**src/hdl/gpcm_defines.svh**
```systemverilog
/*
  Offsets, field positions, reset values and timing counts for the
  six-pin configuration and routing block.
  Assumes it is included by bare name from the block's source files.
*/
`ifndef GPCM_DEFINES_SVH
`define GPCM_DEFINES_SVH

// Pin and channel counts
`define GPCM_NUM_PINS       6
`define GPCM_NUM_CHANNELS   4

// Register port geometry
`define GPCM_ADDR_W         8
`define GPCM_DATA_W         16

// Register addresses, one per pin, consecutive
`define GPCM_ADDR_FIRST     8'h32
`define GPCM_ADDR_LAST      8'h37
`define GPCM_CFG_RESET      16'h0008

// Field positions inside a pin register
`define GPCM_MODE_LSB       0
`define GPCM_MODE_MSB       2
`define GPCM_PD_BIT         3
`define GPCM_OUT_BIT        4
`define GPCM_IN_BIT         5
`define GPCM_CH_LSB         6
`define GPCM_CH_MSB         7

// Input conditioning, in system clock periods
`define GPCM_GLITCH_CYCLES  4
`define GPCM_PIPE_STAGES    2

`endif

```
**src/hdl/gpcm_pkg.sv**
```systemverilog
/*
  Types shared by the pin configuration block.
  Assumes gpcm_defines.svh is compiled alongside for the numbers.
*/
package gpcm_pkg;

  // Pin mode codes; every other code behaves as high impedance
  typedef enum logic [2:0]
  {
    GPCM_MODE_HIZ     = 3'h0,
    GPCM_MODE_GPIO    = 3'h1,
    GPCM_MODE_INPUT   = 3'h2,
    GPCM_MODE_DIN_OUT = 3'h3,
    GPCM_MODE_FET_SRC = 3'h4
  } gpcm_mode_t;

  typedef logic [1:0] gpcm_chan_t;

endpackage

```
**src/hdl/gpcm_deglitch.sv**
```systemverilog
/*
  Two-flop synchroniser, glitch filter and latency pipeline for one pin.
  Assumes pin_raw is asynchronous to clk; all outputs are on clk.
*/
`timescale 1ns/1ps
`default_nettype none

module gpcm_deglitch
  import gpcm_pkg::*;
#(
  parameter int GLITCH_CYCLES = 4,
  parameter int PIPE_STAGES   = 2
)
(
  // Clock and reset
  input  wire logic clk,
  input  wire logic reset,
  // Pin side
  input  wire logic pin_raw,
  // Conditioned levels
  output logic      level_sync,
  output logic      level_filtered
);

  localparam int CW = $clog2(GLITCH_CYCLES + 1);

  generate
    if (GLITCH_CYCLES < 2 || PIPE_STAGES < 2)
    begin : g_check
      $error("gpcm_deglitch: GLITCH_CYCLES and PIPE_STAGES must be at least 2");
    end
  endgenerate

  logic                   sync1_q;
  logic                   sync2_q;
  logic                   filt_q;
  logic [CW-1:0]          cnt_q;
  logic [PIPE_STAGES-1:0] pipe_q;

  always_ff @(posedge clk)
  begin
    if (reset)
    begin
      sync1_q <= 1'b0;
      sync2_q <= 1'b0;
    end
    else
    begin
      sync1_q <= pin_raw;
      sync2_q <= sync1_q;
    end
  end

  // A new level must hold GLITCH_CYCLES samples before it is accepted
  always_ff @(posedge clk)
  begin
    if (reset)
    begin
      filt_q <= 1'b0;
      cnt_q  <= '0;
    end
    else if (sync2_q == filt_q)
      cnt_q <= '0;
    else if (cnt_q == CW'(GLITCH_CYCLES - 1))
    begin
      filt_q <= sync2_q;
      cnt_q  <= '0;
    end
    else
      cnt_q <= cnt_q + CW'(1);
  end

  // Pads latency into the documented window
  always_ff @(posedge clk)
  begin
    if (reset)
      pipe_q <= '0;
    else
      pipe_q <= {pipe_q[PIPE_STAGES-2:0], filt_q};
  end

  assign level_sync     = sync2_q;
  assign level_filtered = pipe_q[PIPE_STAGES-1];

endmodule

`default_nettype wire

```
**src/hdl/gpcm_fet_arbiter.sv**
```systemverilog
/*
  Picks, per channel, the pin that sources the external FET and
  selects between pin control and software data.
  Assumes all inputs are synchronous to clk.
*/
`timescale 1ns/1ps
`default_nettype none

module gpcm_fet_arbiter
  import gpcm_pkg::*;
#(
  parameter int NUM_PINS     = 6,
  parameter int NUM_CHANNELS = 4
)
(
  // Clock and reset
  input  wire logic                                      clk,
  input  wire logic                                      reset,
  // Per-pin requests
  input  wire logic [NUM_PINS-1:0]                       pin_is_fet_src,
  input  wire logic [NUM_PINS*$clog2(NUM_CHANNELS)-1:0]  pin_channel,
  input  wire logic [NUM_PINS-1:0]                       pin_level,
  // Per-channel control
  input  wire logic [NUM_CHANNELS-1:0]                   fet_drive_source_select,
  input  wire logic [NUM_CHANNELS-1:0]                   fet_software_data,
  output logic      [NUM_CHANNELS-1:0]                   fet_drive,
  output logic      [NUM_CHANNELS-1:0]                   fet_pin_claimed
);

  localparam int CH_W = $clog2(NUM_CHANNELS);

  generate
    if (NUM_CHANNELS < 2 || NUM_CHANNELS != (1 << CH_W) || NUM_PINS < 1)
    begin : g_check
      $error("gpcm_fet_arbiter: NUM_CHANNELS must be a power of two, NUM_PINS positive");
    end
  endgenerate

  logic [NUM_CHANNELS-1:0] drive_q;
  logic [NUM_CHANNELS-1:0] claim_q;

  genvar c;
  generate
    for (c = 0; c < NUM_CHANNELS; c++)
    begin : g_chan
      logic claimed;
      logic level;
      // Ascending scan so the highest pin index wins
      always_comb
      begin
        claimed = 1'b0;
        level   = 1'b0;
        for (int i = 0; i < NUM_PINS; i++)
        begin
          if (pin_is_fet_src[i] && pin_channel[i*CH_W +: CH_W] == CH_W'(c))
          begin
            claimed = 1'b1;
            level   = pin_level[i];
          end
        end
      end

      always_ff @(posedge clk)
      begin
        if (reset)
        begin
          drive_q[c] <= 1'b0;
          claim_q[c] <= 1'b0;
        end
        else
        begin
          drive_q[c] <= fet_drive_source_select[c] ? level : fet_software_data[c];
          claim_q[c] <= claimed;
        end
      end
    end
  endgenerate

  assign fet_drive       = drive_q;
  assign fet_pin_claimed = claim_q;

endmodule

`default_nettype wire

```
**src/hdl/gpcm_top.sv**
```systemverilog
/*
  Six general-purpose pins, each with its own configuration register:
  high impedance, software output with readback, input, channel
  comparator out, or drive source for a channel's external FET.
  Assumes a simple synchronous register port on clk, pins wired to
  tri-state pads outside, and channel signals synchronous to clk.
*/
`timescale 1ns/1ps
`default_nettype none

`include "gpcm_defines.svh"

////////////////////////////////////////////////////////////////////////////////

// Notes on behaviour
// - Bits 7:6 pick channel 0..3 for comparator-out and FET-source modes.
// - Bit 5 reads the pin level as seen by the input buffer.
// - Pin pulses shorter than four clocks never reach bit 5.
// - A pin change shows in bit 5 eight to nine clocks later.
// - In software output mode the pin follows output bit 4.
// - Bit 3 switches the weak pull-down on; it resets to one.
// - Mode 000 turns driver and input buffer off.
// - Mode 001 drives from bit 4 with input buffer kept on.
// - Mode 010 is input only, driver off, buffer on.
// - Mode 011 drives the selected channel's debounced comparator onto the pin.
// - Mode 100 routes the pin level to the selected channel's FET source.
// - Several pins on one channel: the highest pin index wins.
// - Undefined mode codes behave as 000, input buffer off.
// - Six registers at consecutive addresses, each resetting with pull-down only.
// - FET source selection one means pin drive, zero means software data.
module gpcm_top
  import gpcm_pkg::*;
#(
  parameter int NUM_PINS      = `GPCM_NUM_PINS,
  parameter int NUM_CHANNELS  = `GPCM_NUM_CHANNELS,
  parameter int GLITCH_CYCLES = `GPCM_GLITCH_CYCLES,
  parameter int PIPE_STAGES   = `GPCM_PIPE_STAGES
)
(
  // Clock and reset
  input  wire logic                       clk,
  input  wire logic                       reset,
  // Register port
  input  wire logic                       reg_wr_en,
  input  wire logic                       reg_rd_en,
  input  wire logic [`GPCM_ADDR_W-1:0]    reg_addr,
  input  wire logic [`GPCM_DATA_W-1:0]    reg_wdata,
  output logic      [`GPCM_DATA_W-1:0]    reg_rdata,
  output logic                            reg_rvalid,
  // Pads
  input  wire logic [NUM_PINS-1:0]        pin_in,
  output logic      [NUM_PINS-1:0]        pin_out,
  output logic      [NUM_PINS-1:0]        pin_oe,
  output logic      [NUM_PINS-1:0]        pin_input_buffer_enable,
  output logic      [NUM_PINS-1:0]        weak_pulldown_enable,
  output logic      [NUM_PINS-1:0]        pin_input_level,
  // Channel side
  input  wire logic [NUM_CHANNELS-1:0]    din_debounced,
  input  wire logic [NUM_CHANNELS-1:0]    fet_drive_source_select,
  input  wire logic [NUM_CHANNELS-1:0]    fet_software_data,
  output logic      [NUM_CHANNELS-1:0]    fet_drive,
  output logic      [NUM_CHANNELS-1:0]    fet_pin_claimed
);

  localparam int CH_W = $clog2(NUM_CHANNELS);

  generate
    if (NUM_PINS < 1 || NUM_PINS > (`GPCM_ADDR_LAST - `GPCM_ADDR_FIRST + 1))
    begin : g_check_pins
      $error("gpcm_top: NUM_PINS must fit the register address range");
    end
    if (NUM_CHANNELS != (1 << (`GPCM_CH_MSB - `GPCM_CH_LSB + 1)))
    begin : g_check_chan
      $error("gpcm_top: NUM_CHANNELS must match the channel-select field width");
    end
  endgenerate

  //////////////////////////////////////////////////////////////////////////////
  // Mode decoding, shared by the pad and readback logic; FET source compares mode_q directly

  // Only software output and comparator-out modes drive the pad
  function automatic logic mode_drives(input logic [2:0] mode);
    mode_drives = (mode == GPCM_MODE_GPIO) || (mode == GPCM_MODE_DIN_OUT);
  endfunction

  // High impedance and every undefined code switch the input buffer off
  function automatic logic mode_input_on(input logic [2:0] mode);
    mode_input_on = (mode == GPCM_MODE_GPIO) || (mode == GPCM_MODE_INPUT) ||
                    (mode == GPCM_MODE_DIN_OUT) || (mode == GPCM_MODE_FET_SRC);
  endfunction

  function automatic logic addr_hits(input logic [`GPCM_ADDR_W-1:0] addr, input int idx);
    addr_hits = (addr == `GPCM_ADDR_FIRST + `GPCM_ADDR_W'(idx));
  endfunction

  //////////////////////////////////////////////////////////////////////////////
  // Configuration registers

  logic [2:0]            mode_q   [NUM_PINS];
  logic [CH_W-1:0]       chan_q   [NUM_PINS];
  logic [NUM_PINS-1:0]   out_q;
  logic [NUM_PINS-1:0]   pd_q;

  wire  [2:0]            cfg_reset_mode = 3'(`GPCM_CFG_RESET >> `GPCM_MODE_LSB);
  wire  [CH_W-1:0]       cfg_reset_chan = CH_W'(`GPCM_CFG_RESET >> `GPCM_CH_LSB);
  wire                   cfg_reset_out  = 1'(`GPCM_CFG_RESET >> `GPCM_OUT_BIT);
  wire                   cfg_reset_pd   = 1'(`GPCM_CFG_RESET >> `GPCM_PD_BIT);

  wire  [2:0]            wr_mode = reg_wdata[`GPCM_MODE_MSB:`GPCM_MODE_LSB];
  wire  [CH_W-1:0]       wr_chan = reg_wdata[`GPCM_CH_MSB:`GPCM_CH_LSB];
  wire                   wr_out  = reg_wdata[`GPCM_OUT_BIT];
  wire                   wr_pd   = reg_wdata[`GPCM_PD_BIT];

  logic [NUM_PINS-1:0]   rd_hit;

  //////////////////////////////////////////////////////////////////////////////
  // Per-pin datapath

  logic [NUM_PINS-1:0]        level_sync;
  logic [NUM_PINS-1:0]        level_filtered;
  logic [NUM_PINS-1:0]        is_fet_src;
  logic [NUM_PINS*CH_W-1:0]   pin_channel_flat;
  logic [NUM_PINS-1:0]        pin_out_q;
  logic [NUM_PINS-1:0]        pin_oe_q;
  logic [NUM_PINS-1:0]        ie_q;
  logic [NUM_PINS-1:0]        in_level_q;
  logic [`GPCM_DATA_W-1:0]    cfg_view [NUM_PINS];

  genvar p;
  generate
    for (p = 0; p < NUM_PINS; p++)
    begin : g_pin
      wire   hit_wr     = reg_wr_en && addr_hits(reg_addr, p);
      wire   drives     = mode_drives(mode_q[p]);
      wire   input_on   = mode_input_on(mode_q[p]);
      wire   din_level  = din_debounced[chan_q[p]];
      wire   next_level = (mode_q[p] == GPCM_MODE_DIN_OUT) ? din_level : out_q[p];

      assign rd_hit[p] = addr_hits(reg_addr, p);

      always_ff @(posedge clk)
      begin
        if (reset)
        begin
          mode_q[p] <= cfg_reset_mode;
          chan_q[p] <= cfg_reset_chan;
          out_q[p]  <= cfg_reset_out;
          pd_q[p]   <= cfg_reset_pd;
        end
        else if (hit_wr)
        begin
          mode_q[p] <= wr_mode;
          chan_q[p] <= wr_chan;
          out_q[p]  <= wr_out;
          pd_q[p]   <= wr_pd;
        end
      end

      // Pad drive; anything outside the two driving modes leaves it floating
      always_ff @(posedge clk)
      begin
        if (reset)
        begin
          pin_out_q[p] <= 1'b0;
          pin_oe_q[p]  <= 1'b0;
          ie_q[p]      <= 1'b0;
        end
        else
        begin
          pin_out_q[p] <= drives ? next_level : 1'b0;
          pin_oe_q[p]  <= drives;
          ie_q[p]      <= input_on;
        end
      end

      gpcm_deglitch
      #(
        .GLITCH_CYCLES (GLITCH_CYCLES),
        .PIPE_STAGES   (PIPE_STAGES)
      )
      u_deglitch
      (
        .clk            (clk),
        .reset          (reset),
        .pin_raw        (pin_in[p]),
        .level_sync     (level_sync[p]),
        .level_filtered (level_filtered[p])
      );

      // Closing register adds the last cycle of the latency window.
      // Gated by the next buffer enable so bit 5 drops with the pad buffer, not a cycle later
      always_ff @(posedge clk)
      begin
        if (reset)
          in_level_q[p] <= 1'b0;
        else
          in_level_q[p] <= level_filtered[p] & input_on;
      end

      // FET source uses the synchronised level, not the deglitched one
      assign is_fet_src[p] = (mode_q[p] == GPCM_MODE_FET_SRC);
      assign pin_channel_flat[p*CH_W +: CH_W] = chan_q[p];

      always_comb
      begin
        cfg_view[p]                                  = '0;
        cfg_view[p][`GPCM_MODE_MSB:`GPCM_MODE_LSB]   = mode_q[p];
        cfg_view[p][`GPCM_PD_BIT]                    = pd_q[p];
        cfg_view[p][`GPCM_OUT_BIT]                   = out_q[p];
        cfg_view[p][`GPCM_IN_BIT]                    = in_level_q[p];
        cfg_view[p][`GPCM_CH_MSB:`GPCM_CH_LSB]       = chan_q[p];
      end
    end
  endgenerate

  //////////////////////////////////////////////////////////////////////////////
  // Register readback; unmapped addresses read as zero

  logic [`GPCM_DATA_W-1:0] rd_mux;
  logic [`GPCM_DATA_W-1:0] rdata_q;
  logic                    rvalid_q;

  always_comb
  begin
    rd_mux = '0;
    for (int i = 0; i < NUM_PINS; i++)
    begin
      if (rd_hit[i])
        rd_mux = cfg_view[i];
    end
  end

  always_ff @(posedge clk)
  begin
    if (reset)
    begin
      rdata_q  <= '0;
      rvalid_q <= 1'b0;
    end
    else
    begin
      rvalid_q <= reg_rd_en;
      if (reg_rd_en)
        rdata_q <= rd_mux;
    end
  end

  //////////////////////////////////////////////////////////////////////////////
  // External FET source selection

  gpcm_fet_arbiter
  #(
    .NUM_PINS     (NUM_PINS),
    .NUM_CHANNELS (NUM_CHANNELS)
  )
  u_fet_arbiter
  (
    .clk                     (clk),
    .reset                   (reset),
    .pin_is_fet_src          (is_fet_src),
    .pin_channel             (pin_channel_flat),
    .pin_level               (level_sync),
    .fet_drive_source_select (fet_drive_source_select),
    .fet_software_data       (fet_software_data),
    .fet_drive               (fet_drive),
    .fet_pin_claimed         (fet_pin_claimed)
  );

  //////////////////////////////////////////////////////////////////////////////
  // Outputs

  assign reg_rdata               = rdata_q;
  assign reg_rvalid              = rvalid_q;
  assign pin_out                 = pin_out_q;
  assign pin_oe                  = pin_oe_q;
  assign pin_input_buffer_enable = ie_q;
  assign weak_pulldown_enable    = pd_q;
  assign pin_input_level         = in_level_q;

endmodule

`default_nettype wire

```
**config.mk**
```make
export PLATFORM = sky130hd
export DESIGN_NAME = gpcm_top
export DESIGN_NICKNAME = d
export VERILOG_FILES = /design/src/hdl/gpcm_pkg.sv /design/src/hdl/gpcm_deglitch.sv /design/src/hdl/gpcm_fet_arbiter.sv /design/src/hdl/gpcm_top.sv
export VERILOG_INCLUDE_DIRS = /design/src /design/src/hdl
export SDC_FILE = /design/constraint.sdc
export NUM_CORES = 1
export LEC_CHECK = 0
export BUFFER_PORTS_ARGS = -buffer_cell sky130_fd_sc_hd__buf_2
export CORE_ASPECT_RATIO = 1.2
export CORE_MARGIN = 2
export CORE_UTILIZATION = 30
export DETAILED_ROUTE_END_ITERATION = 6
export GPL_TIMING_DRIVEN = 0
export HOLD_SLACK_MARGIN = 0.08
export SETUP_SLACK_MARGIN = 0.3
export SKIP_CTS_REPAIR_TIMING = 1
export SYNTH_ARGS = -nofsm -noshare
export SYNTH_HDL_FRONTEND = slang
export SYNTH_SLANG_ARGS = --single-unit
export TNS_END_PERCENT = 100
```
**constraint.sdc**
```tcl
create_clock -name clk -period 2.5 [get_ports clk]
set_input_delay 0 -clock clk [delete_from_list [all_inputs] [get_ports clk]]
set_output_delay 0 -clock clk [all_outputs]
set_load 0.02 [all_outputs]
```
# After elaboration in Yosys (flattened, before gate mapping)
# Memories as Yosys holds them, arrays and structs flattened.
# Cells that the tools add are included.
[op_classes]
eq_ne = 60
bitwise_logic = 30
n_addsub = 6
n_reduce_logical = 78
n_lt_le_gt_ge = 6
mux = 108
[ops]
columns = ["op", "count"]
rows = [
  ["$mux W1", 84],
  ["$mux W16", 5],
  ["$eq A3 B2 Y1 const B", 18],
  ["$eq A8 B6 Y1 const B", 6],
  ["$logic_and A1 B1 Y1", 30],
  ["$eq A2 B2 Y1 const B", 12],
  ["$logic_or A1 B1 Y1", 24],
  ["$add A3 B1 Y3 const B", 6],
  ["$eq A3 B1 Y1 const B", 6],
  ["$eq A3 B3 Y1 const B", 6],
  ["$lt A2 B3 Y1 const B", 6],
  ["$mux W3", 6],
  ["$reduce_or A3 Y1", 6],
  ["$bmux W1 S2", 6],
  ["$eq A2 B1 Y1 const B", 6],
  ["$logic_not A2 Y1", 6],
  ["$mux W2", 6],
  ["$not A1 Y1", 12],
  ["$or A1 B1 Y1", 12],
  ["$reduce_and A2 Y1", 6],
  ["$reduce_or A2 Y1", 6],
  ["$mux W8", 1],
  ["$and A1 B1 Y1", 6],
  ["$eq A1 B1 Y1", 6],
]
[word_totals]
elab_cells = 366
register_bits = 109
ramBits = 30
n_memories = 2
[memory_table]
columns = ["name", "depth", "width", "read_ports", "rd_clocked_by_memory_dff", "write_ports", "line_no", "source"]
rows = [
  ["mode_q", 6, 3, 6, 0, 6, "gpcm_top.sv:99", "logic [2:0] mode_q [NUM_PINS];"],
  ["chan_q", 6, 2, 6, 0, 6, "gpcm_top.sv:100", "logic [CH_W-1:0] chan_q [NUM_PINS];"],
]

# Logic depth before layout (Yosys ltp)
# Gate-level depths: netlist of the first run.
# An unclocked memory read counts as a cell.
[logic_depth]
depth_word = 10
mapped_depth = 6
depth_no_buf = 4

# By module
# Synthesis of the first run repeated with hierarchy kept, for this count alone.
[hier_totals]
hier_cells = 564
area_unflattened_um2 = 5949.5
[by_module_without_submodules]
columns = ["module", "cells_each", "seq_area_each_um2", "area_each_um2", "instances"]
rows = [
  ["gpcm_top", 342, 1801.7, 3558.4, 1],
  ["gpcm_deglitch", 21, 160.2, 264.0, 6],
  ["gpcm_fet_arbiter", 96, 160.2, 807.0, 1],
]

# Worst setup path before layout of the first run
# OpenSTA, ideal clock, no wires.
[synth_timing]
path_type = "reg-to-reg"
startpoint = "memory mode_q[3][1]"
endpoint = "register u_fet_arbiter.drive_q[1] (netlist: u_fet_arbiter.fet_drive[1])"
n_path_buf = 0
path_stages_with_launch = 5
synth_period_minus_slack_ps = 1662
setup_slack_ps = 838
t_required_ps = 2378
t_arrival_ps = 1541
setup_time_ps = 122
path_cell_list = "edfxtp_1 or4b_4 a2bb2oi_2 o211a_1 a221o_1"
[synth_rtl]
columns = ["item", "line_no", "source"]
rows = [
  ["start, declared", "gpcm_top.sv:99", ""],
  ["end signal, assigned by index", "gpcm_fet_arbiter.sv:72", "drive_q[c] <= fet_drive_source_select[c] ? level : fet_software_data[c];"],
  ["end, declared", "gpcm_fet_arbiter.sv:39", "logic [NUM_CHANNELS-1:0] drive_q;"],
]

==> results of run 1 <==
## worst max path at each step
stage                             from  slack [ps]                          to
after CTS                 mode_q[2][1]         460  u_fet_arbiter.fet_drive[1]
after global placement           reset          90                chan_q[0][1]
after global routing      mode_q[2][1]         350  u_fet_arbiter.fet_drive[1]
after detailed placement         reset         140                mode_q[2][1]
final                     mode_q[2][1]         430  u_fet_arbiter.fet_drive[1]
after floorplan           mode_q[3][1]         840  u_fet_arbiter.fet_drive[1]
## where the power goes
| group | internal, W | switching (W) |
|---|---|---|
| clock network | 0.00132 | 0.00107 |
| registers | 0.00222 | 0.0000638 |
| logic | 0.000163 | 0.000243 |
| total | 0.00370 | 0.00137 |
## cells in the final DEF (no fill, tap or decap), drive strengths merged, types with 5 or more instances in the layout
cell type      n
a211oi         7
a21oi         11
a41oi          5
and2          36
buf          107
clkbuf        33
conb           8
dfxtp        101
dlygate4sd3   17
edfxtp        30
ha            12
inv           29
mux2          11
mux2i         25
mux4           6
nand2         22
nand2b        13
nand3b         5
nand4          5
nor2          56
nor2b         40
nor3           6
nor3b          9
nor4b          5
o211ai         6
o21ai         10
o22ai          5
or3            8
xnor2          6
xor2           5
## registers in the layout, indices dropped and copies added, names as in the netlist
| register | count |
|---|---|
| pin_out | 6 |
| cfg_view | 6 |
| g_pin.u_deglitch.filt_q | 6 |
| u_fet_arbiter.fet_drive | 4 |
| mode_q | 18 |
| g_pin.u_deglitch.cnt_q | 18 |
| chan_q | 12 |
| pin_input_buffer_enable | 6 |
| g_pin.u_deglitch.level_sync | 6 |
| g_pin.u_deglitch.pipe_q | 12 |
| g_pin.u_deglitch.sync1_q | 6 |
| reg_rdata | 8 |
| reg_rvalid | 1 |
| pin_input_level | 6 |
| weak_pulldown_enable | 6 |
| u_fet_arbiter.fet_pin_claimed | 4 |
| pin_oe | 6 |
## metrics by stage
| stage | setup slack (ps) | hold slack (ps) | power (W) | std cells | cell area, sq um |
|---|---|---|---|---|---|
| 4_1_cts | 457 | -223 | 0.00509 | 945 | 7250 |
| 3_5_place_dp | 144 | 216 | 0.00271 | 913 | 6680 |
| 2_1_floorplan | 838 | 125 | 0.00255 | 572 | 5960 |
| 3_3_place_gp | 92.6 | 210 | 0.00271 | 913 | 6680 |
| 5_1_grt | 347 | 86.9 | 0.00524 | 962 | 7420 |
| 6_report | 431 | 64.9 | 0.00507 | 962 | 7420 |
## logic make-up after synthesis
group	after synthesis	synth area share
buffers and inverters	62	0.0534
AND/OR/NAND/NOR	228	0.228
adder cells (fa/ha/maj)	12	0.0253
AO/OA/AOI/OAI	78	0.0979
XOR/XNOR	11	0.0162
multiplexers	42	0.0859
flip-flops	131	0.493
other	1	0.000632
## cell type report
cell class | instances | area [sq um] | area share
Inverter | 19 | 71.3 | 0.00962
Multi-Input combinational cell | 379 | 2720 | 0.366
Tap cell | 261 | 327 | 0.0440
Timing Repair Buffer | 97 | 571 | 0.0769
Buffer | 43 | 245 | 0.0331
Clock inverter | 15 | 139 | 0.0187
Sequential cell | 131 | 2920 | 0.394
Clock buffer | 17 | 425 | 0.0574
## worst max-delay path, cell delays in order (launching register included)
cell      delay, ps
edfxtp_1        510
nor3b_1         580
nand3b_1        240
o211a_1         260
a221o_1         360
## metal layers
metal  track usage  routed length [microns]
met5             0                        0
met4        0.0609                      309
met3        0.0259                      874
met2         0.281                     8150
met1         0.204                     7510
==> flow_summary.ini, run 1 <==
[run_status]
status = complete, no violations

[sta]
setup_tns_ps = 0
rsz0062_at_grt = no
report.final.slew_viol_count = 0
finalHoldViolCount = 0
post-route-min-period_ps = 2070
finalSetupViolations = 0
worst_pin_slew_ps = 762
fin_crit_sh = 0.827
slew_headroom = 0.485
skew_ps = 7.68
fmax_mhz = 483

[pwr]
p_per_area_nw_per_um2 = 684
power.leakage_nw = 2.93
ir_drop_uv = 383

[finish]
area_delta_synth_final_pct = 25.1
fill_cells = 1994
drive_gt1_frac = 0.223
fin_util = 0.381
antenna_cells = 0
nets = 746

[critical_path]
endpoint_kind = register
reg2reg_from = mode_q[2][1]
cp.required_ps = 2800
r2r_cells = 4
r2r-end = u_fet_arbiter.fet_drive[1]
critPathMaxFanout = 5
critPathArrivalTime_ps = 2370
path_class = register to register
reg2reg_slack_ps = 430
start_kind = register

[route]
vias = 4628
ant_nets = 0
post-route-drc-count = 0
firstDrtPassIters = 5
wire_per_inst_microns = 17.5
drt_iter0_markers = 436
finalWirelength_microns = 16800
routed_via_density = 4.81

[clock_network]
cts_buffers = 17
numClockSinks = 131
cts_tree = yes
clk_pin_slew_worst_paths_ps = 60
cts_buffer_depth = 2
clk_latency_ps = 420
clock-root-buffer = clkbuf_16
htree_num_levels = 4

[yosys]
synth_ff_type = dfxtp_1
synth-edff-count = 30
syn-cell-area_sq_um = 5930
yosysMostFrequentCell = dfxtp_1
netlist.top_cell.by_area = dfxtp_1
ys_warn_count = 0
synth_top_area_frac = 0.341
synth.avg_cell_area_sq_um = 10.5
synthCells = 565
synthTopCellsByCount = 101 x dfxtp_1, 56 x nor2_1, 40 x nor2b_1
ys_seq_area_frac = 0.493
netlist_top_cells_area = dfxtp_1 34%, edfxtp_1 15%, mux2i_1 4.2%, nor2b_1 4.2%, and2_1 3.8%
ys_ff_latch = 131
synth_cell_types = 65
synthArstFlopShare = 0

[global_routing]
grt_pass1_vias = 4477
grt_overflow = 0
antenna_found_initial = 0
grt_usage = 0.162
grt_pass1_wl_microns = 25500
grt_max_degree = 17

[min_path]
worstHoldStart = reg_addr[6]
hold-path-endpoint = reg_rdata[3]
hold_path.class = primary input to register
holdPathStages = 5

[floorplanning]
pin_count = 101
fp-row-count = 56
start_util = 0.304
die_h_microns = 158
die_area_sq_um = 20900
die_w_microns = 132
coreArea_sq_um = 19500

[place]
port_buffers = 80
hpwl_microns = 12300
gp_congestion = 0.912

[flow_run]
maxCapViolCount = 0
(Power assumes the default switching activity.)
==> run 2: changes to the inputs <==
clock period = 2.15 ns   (was 2.5 ns; I/O delays follow)
==> flow_summary.ini, run 2 (synthesized netlist as in run 1, its figures left out) <==
[critical_path]
path_class = register to register
critPathArrivalTime_ps = 2170
reg2reg_from = mode_q[3][1]
cpPeakStageDelay_ps = 620
crit_family = compound AO/OA/AOI/OAI gates
path_cells = or4b_4 > a2bb2oi_2 > o211a_1 > a221o_1
critPathMaxFanout = 6
crit_buf_inv = 0
critPathLaunch = mode_q[3][1]
endpoint_kind = register
cp_slowest_cell = or4b_4
cp.required_ps = 2440
start_kind = register

[finish]
nets = 746
final_cells = 962
area_delta_synth_final_pct = 25.7
fill_cells = 1996
antenna_cells = 0
layout_commonest_cell = dfxtp_1
layout.cells.most_common_list = 101 x dfxtp_1, 84 x buf_2, 56 x nor2_1
biggestRegsByFlops = g_pin.u_deglitch.cnt_q (18), mode_q (18)
drive_gt1_frac = 0.228

[pwr]
power.leakage_nw = 2.95
p_per_area_nw_per_um2 = 792
p_int_w = 0.00431
seqPwrFrac = 0.451
switchingPower_w = 0.00160
ir_drop_uv = 445
switching_share = 0.270
combPwrFrac = 0.081
clkPwrFrac = 0.469

[route]
ant_nets = 0
drt_iter0_markers = 396
vias = 4639
wire_per_inst_microns = 17.5
finalWirelength_microns = 16900
routed_via_density = 4.82
post-route-drc-count = 0
firstDrtPassIters = 7

[global_routing]
grt_pass1_wl_microns = 25500
grt_pass1_vias = 4477
grt_usage = 0.162
grt_overflow = 0
grt_max_degree = 17
antenna_found_initial = 0

[place]
placed_cells = 913
gp_congestion = 0.912
hpwl_microns = 12300
port_buffers = 80

[floorplanning]
pin_count = 101
coreArea_sq_um = 19500
die_h_microns = 158
die_area_sq_um = 20900
start_util = 0.304
fp-row-count = 56
die_w_microns = 132

[sta]
post-route-min-period_ps = 1870
fmax_mhz = 534
worst_pin_slew_ps = 740
rsz0062_at_grt = yes
finalHoldViolCount = 0
slew_headroom = 0.502
skew_ps = 6.26
fin_crit_sh = 0.871
finalSetupViolations = 0
hold_slack_ps = 67.6
report.final.slew_viol_count = 0

[clock_network]
clk_latency_ps = 410
cts_buffers = 17
cts_buffer_depth = 2
clk_pin_slew_worst_paths_ps = 70
numClockSinks = 131
clock-root-buffer = clkbuf_16
htree_num_levels = 4
cts_tree = yes

[min_path]
worstHoldStart = reg_addr[6]
hold_path.class = primary input to register

[flow_run]
maxCapViolCount = 0

[run_status]
status = complete, no violations
==> run 2: changes by cell type in the layout (fill, tap and decap cells not counted) <==
cell	change
clkbuf_1	-1
clkbuf_2	+1
nor3b_1	-1
nor3b_2	+1
nor4b_1	-1
nor4b_2	-1
nor4b_4	+2
nor4bb_1	-1
nor4bb_2	+1
==> run 2: final timing paths <==
kind,slack (ps),depth (start not counted),endpoint
hold / removal,70,5,reg_rdata[3]
hold reg to reg,420,1,g_pin[2].u_deglitch.cnt_q[0]
setup reg to reg,280,4,u_fet_arbiter.fet_drive[1]
setup / recovery,280,4,u_fet_arbiter.fet_drive[1]
==> run 2: per-stage QoR <==
step / cell area (sq um) / worst slack (ps) / power [W] / util / TNS, ps
6_report: 7450 / 278 / 0.00590 / 0.383 / 0
3_5_place_dp: 6680 / -206 / 0.00316 / 0.343 / -2050
5_1_grt: 7450 / 220 / 0.00610 / 0.383 / 0
2_1_floorplan: 5960 / 488 / 0.00296 / - / 0
4_1_cts: 7250 / 107 / 0.00592 / 0.372 / 0
3_3_place_gp: 6680 / -257 / 0.00316 / 0.343 / -2570
==> run 2: routing by layer <==
layer	track usage	vias to the layer above	wire, microns
met5	0	-	0
met4	0.0609	0	354
met3	0.0259	23	908
met2	0.281	174	8150
met1	0.204	2212	7450
li1	-	2230	-
==> run 2: cell type report <==
class	count	area, sq um	area share
inverters	19	71.3	0.00957
clock inverters	15	139	0.0186
clock buffers	17	425	0.0571
flip-flops and latches	131	2920	0.392
repair buffers	97	571	0.0765
plain buffers	43	246	0.0331
multi-input cells	379	2750	0.369
well taps	261	327	0.0438
==> run 2: tightest hold or removal path: stages <==
cell       delay (ps)
buf_2              80
inv_2              50
o2111ai_1         100
a21oi_1            50
o21a_1            150
==> run 2: power groups by stage <==
stage	Clock (W)	Combinational (W)	Sequential, W
2_1_floorplan	0	0.000251	0.00271
3_3_place_gp	0	0.000444	0.00271
3_5_place_dp	0	0.000445	0.00271
4_1_cts	0.00281	0.000449	0.00266
5_1_grt	0.00292	0.000512	0.00267
6_report	0.00277	0.000476	0.00266
==> run 3: changes to the inputs <==
CELL_PAD_IN_SITES_DETAIL_PLACEMENT = 0   (was not set)
CELL_PAD_IN_SITES_GLOBAL_PLACEMENT = 1   (was not set)
PLACE_DENSITY_LB_ADDON = 0.1   (was not set)
==> flow_summary.ini, run 3 (synthesized netlist as in run 1, its figures left out) <==
[finish]
final_cell_area_sq_um = 7570
layout_commonest_cell = dfxtp_1
drive_gt1_frac = 0.235
layout.cells.most_common_list = 101 x dfxtp_1, 84 x buf_2, 56 x nor2_1
area_delta_synth_final_pct = 27.7
biggestRegsByFlops = g_pin.u_deglitch.cnt_q (18), mode_q (18)
nets = 751
antenna_cells = 0

[run_status]
status = complete, no violations

[floorplanning]
fp-row-count = 56
start_util = 0.304
die_h_microns = 158
coreArea_sq_um = 19500
die_w_microns = 132
pin_count = 101
die_area_sq_um = 20900

[global_routing]
grt_pass1_vias = 4615
grt_usage = 0.181
grt_overflow = 0
grt_max_degree = 17
grt_pass1_wl_microns = 27600
antenna_found_initial = 0

[sta]
report.final.slew_viol_count = 0
finalHoldViolCount = 0
finalSetupViolations = 0
fin_crit_sh = 0.830
post-route-min-period_ps = 1780
fmax_mhz = 561
worst_pin_slew_ps = 939
slew_headroom = 0.368
rsz0062_at_grt = yes
skew_ps = 13.0

[clock_network]
cts_tree = yes
clock-root-buffer = clkbuf_16
cts_buffer_depth = 2
clk_latency_ps = 440
htree_num_levels = 4
numClockSinks = 131
cts_buffers = 17
clk_pin_slew_worst_paths_ps = 60

[pwr]
total_power_w = 0.00622
ir_drop_uv = 549
p_per_area_nw_per_um2 = 821
power.leakage_nw = 3.01

[route]
top_layer = met4
firstDrtPassIters = 7
dr_wl_met3_microns = 604
routed_via_density = 4.85
wl_met1_microns = 8040
wl_met2_microns = 9560
vias = 4689
wire_per_inst_microns = 19.3
ant_nets = 0
drt_iter0_markers = 316
finalWirelength_microns = 18600
post-route-drc-count = 0

[critical_path]
path_class = register to register
critPathArrivalTime_ps = 2090
start_kind = register
endpoint_kind = register
critPathMaxFanout = 4
cp.required_ps = 2460

[place]
port_buffers = 80
placed_area_sq_um = 6680
hpwl_microns = 14000
gp_congestion = 0.848

[min_path]
hold_path.class = primary input to register

[flow_run]
maxCapViolCount = 0
run 3: final timing paths:
path	slack, ps	startpoint	depth (start not counted)	to
max reg2reg	370	chan_q[3][1]	4	u_fet_arbiter.fet_drive[1]
min	70	reg_wr_en	4	weak_pulldown_enable[5]
min reg2reg	420	g_pin[3].u_deglitch.cnt_q[0]	1	g_pin[3].u_deglitch.cnt_q[0]
max	370	chan_q[3][1]	4	u_fet_arbiter.fet_drive[1]
run 3: layout make-up:
class	count	area (sq um)
Clock buffer	19	454
Tap cell	261	327
Fill cell	2043	11900
Multi-Input combinational cell	379	2770
Timing Repair Buffer	102	611
Inverter	19	71.3
Sequential cell	131	2920
Clock inverter	13	163
Buffer	43	249
run 3: routing by layer:
| metal | global-route usage | vias up |
|---|---|---|
| met4 | 0.0850 | 0 |
| met2 | 0.318 | 127 |
| met1 | 0.217 | 2293 |
| met3 | 0.0311 | 25 |
| met5 | 0 | - |
| li1 | - | 2244 |
run 3: metrics by stage:
| step | setup WS [ps] | util | hold WS [ps] | std cells | setup TNS (ps) |
|---|---|---|---|---|---|
| global placement | -467 | 0.343 | 214 | 913 | -5500 |
| finish | 367 | 0.389 | 66.7 | 967 | 0 |
| detailed placement | -421 | 0.343 | 217 | 913 | -4780 |
| global route | 292 | 0.389 | 88.5 | 967 | 0 |
| floorplan | 488 | - | 125 | 572 | 0 |
| CTS | -4.92 | 0.375 | -242 | 945 | -19.9 |
run 3: worst max-delay path: stages (launching register included):
cell and delay [ps]:
edfxtp_1 470, or4b_4 610, a2bb2oi_2 160, o211a_1 110, a221o_1 310
run 3: power by group:
group	switching [W]	internal [W]	leakage, nW	total, W
clock network	0.00124	0.00182	0.300	0.00306
registers	0.0000778	0.00258	1.11	0.00266
logic	0.000296	0.000202	1.60	0.000498
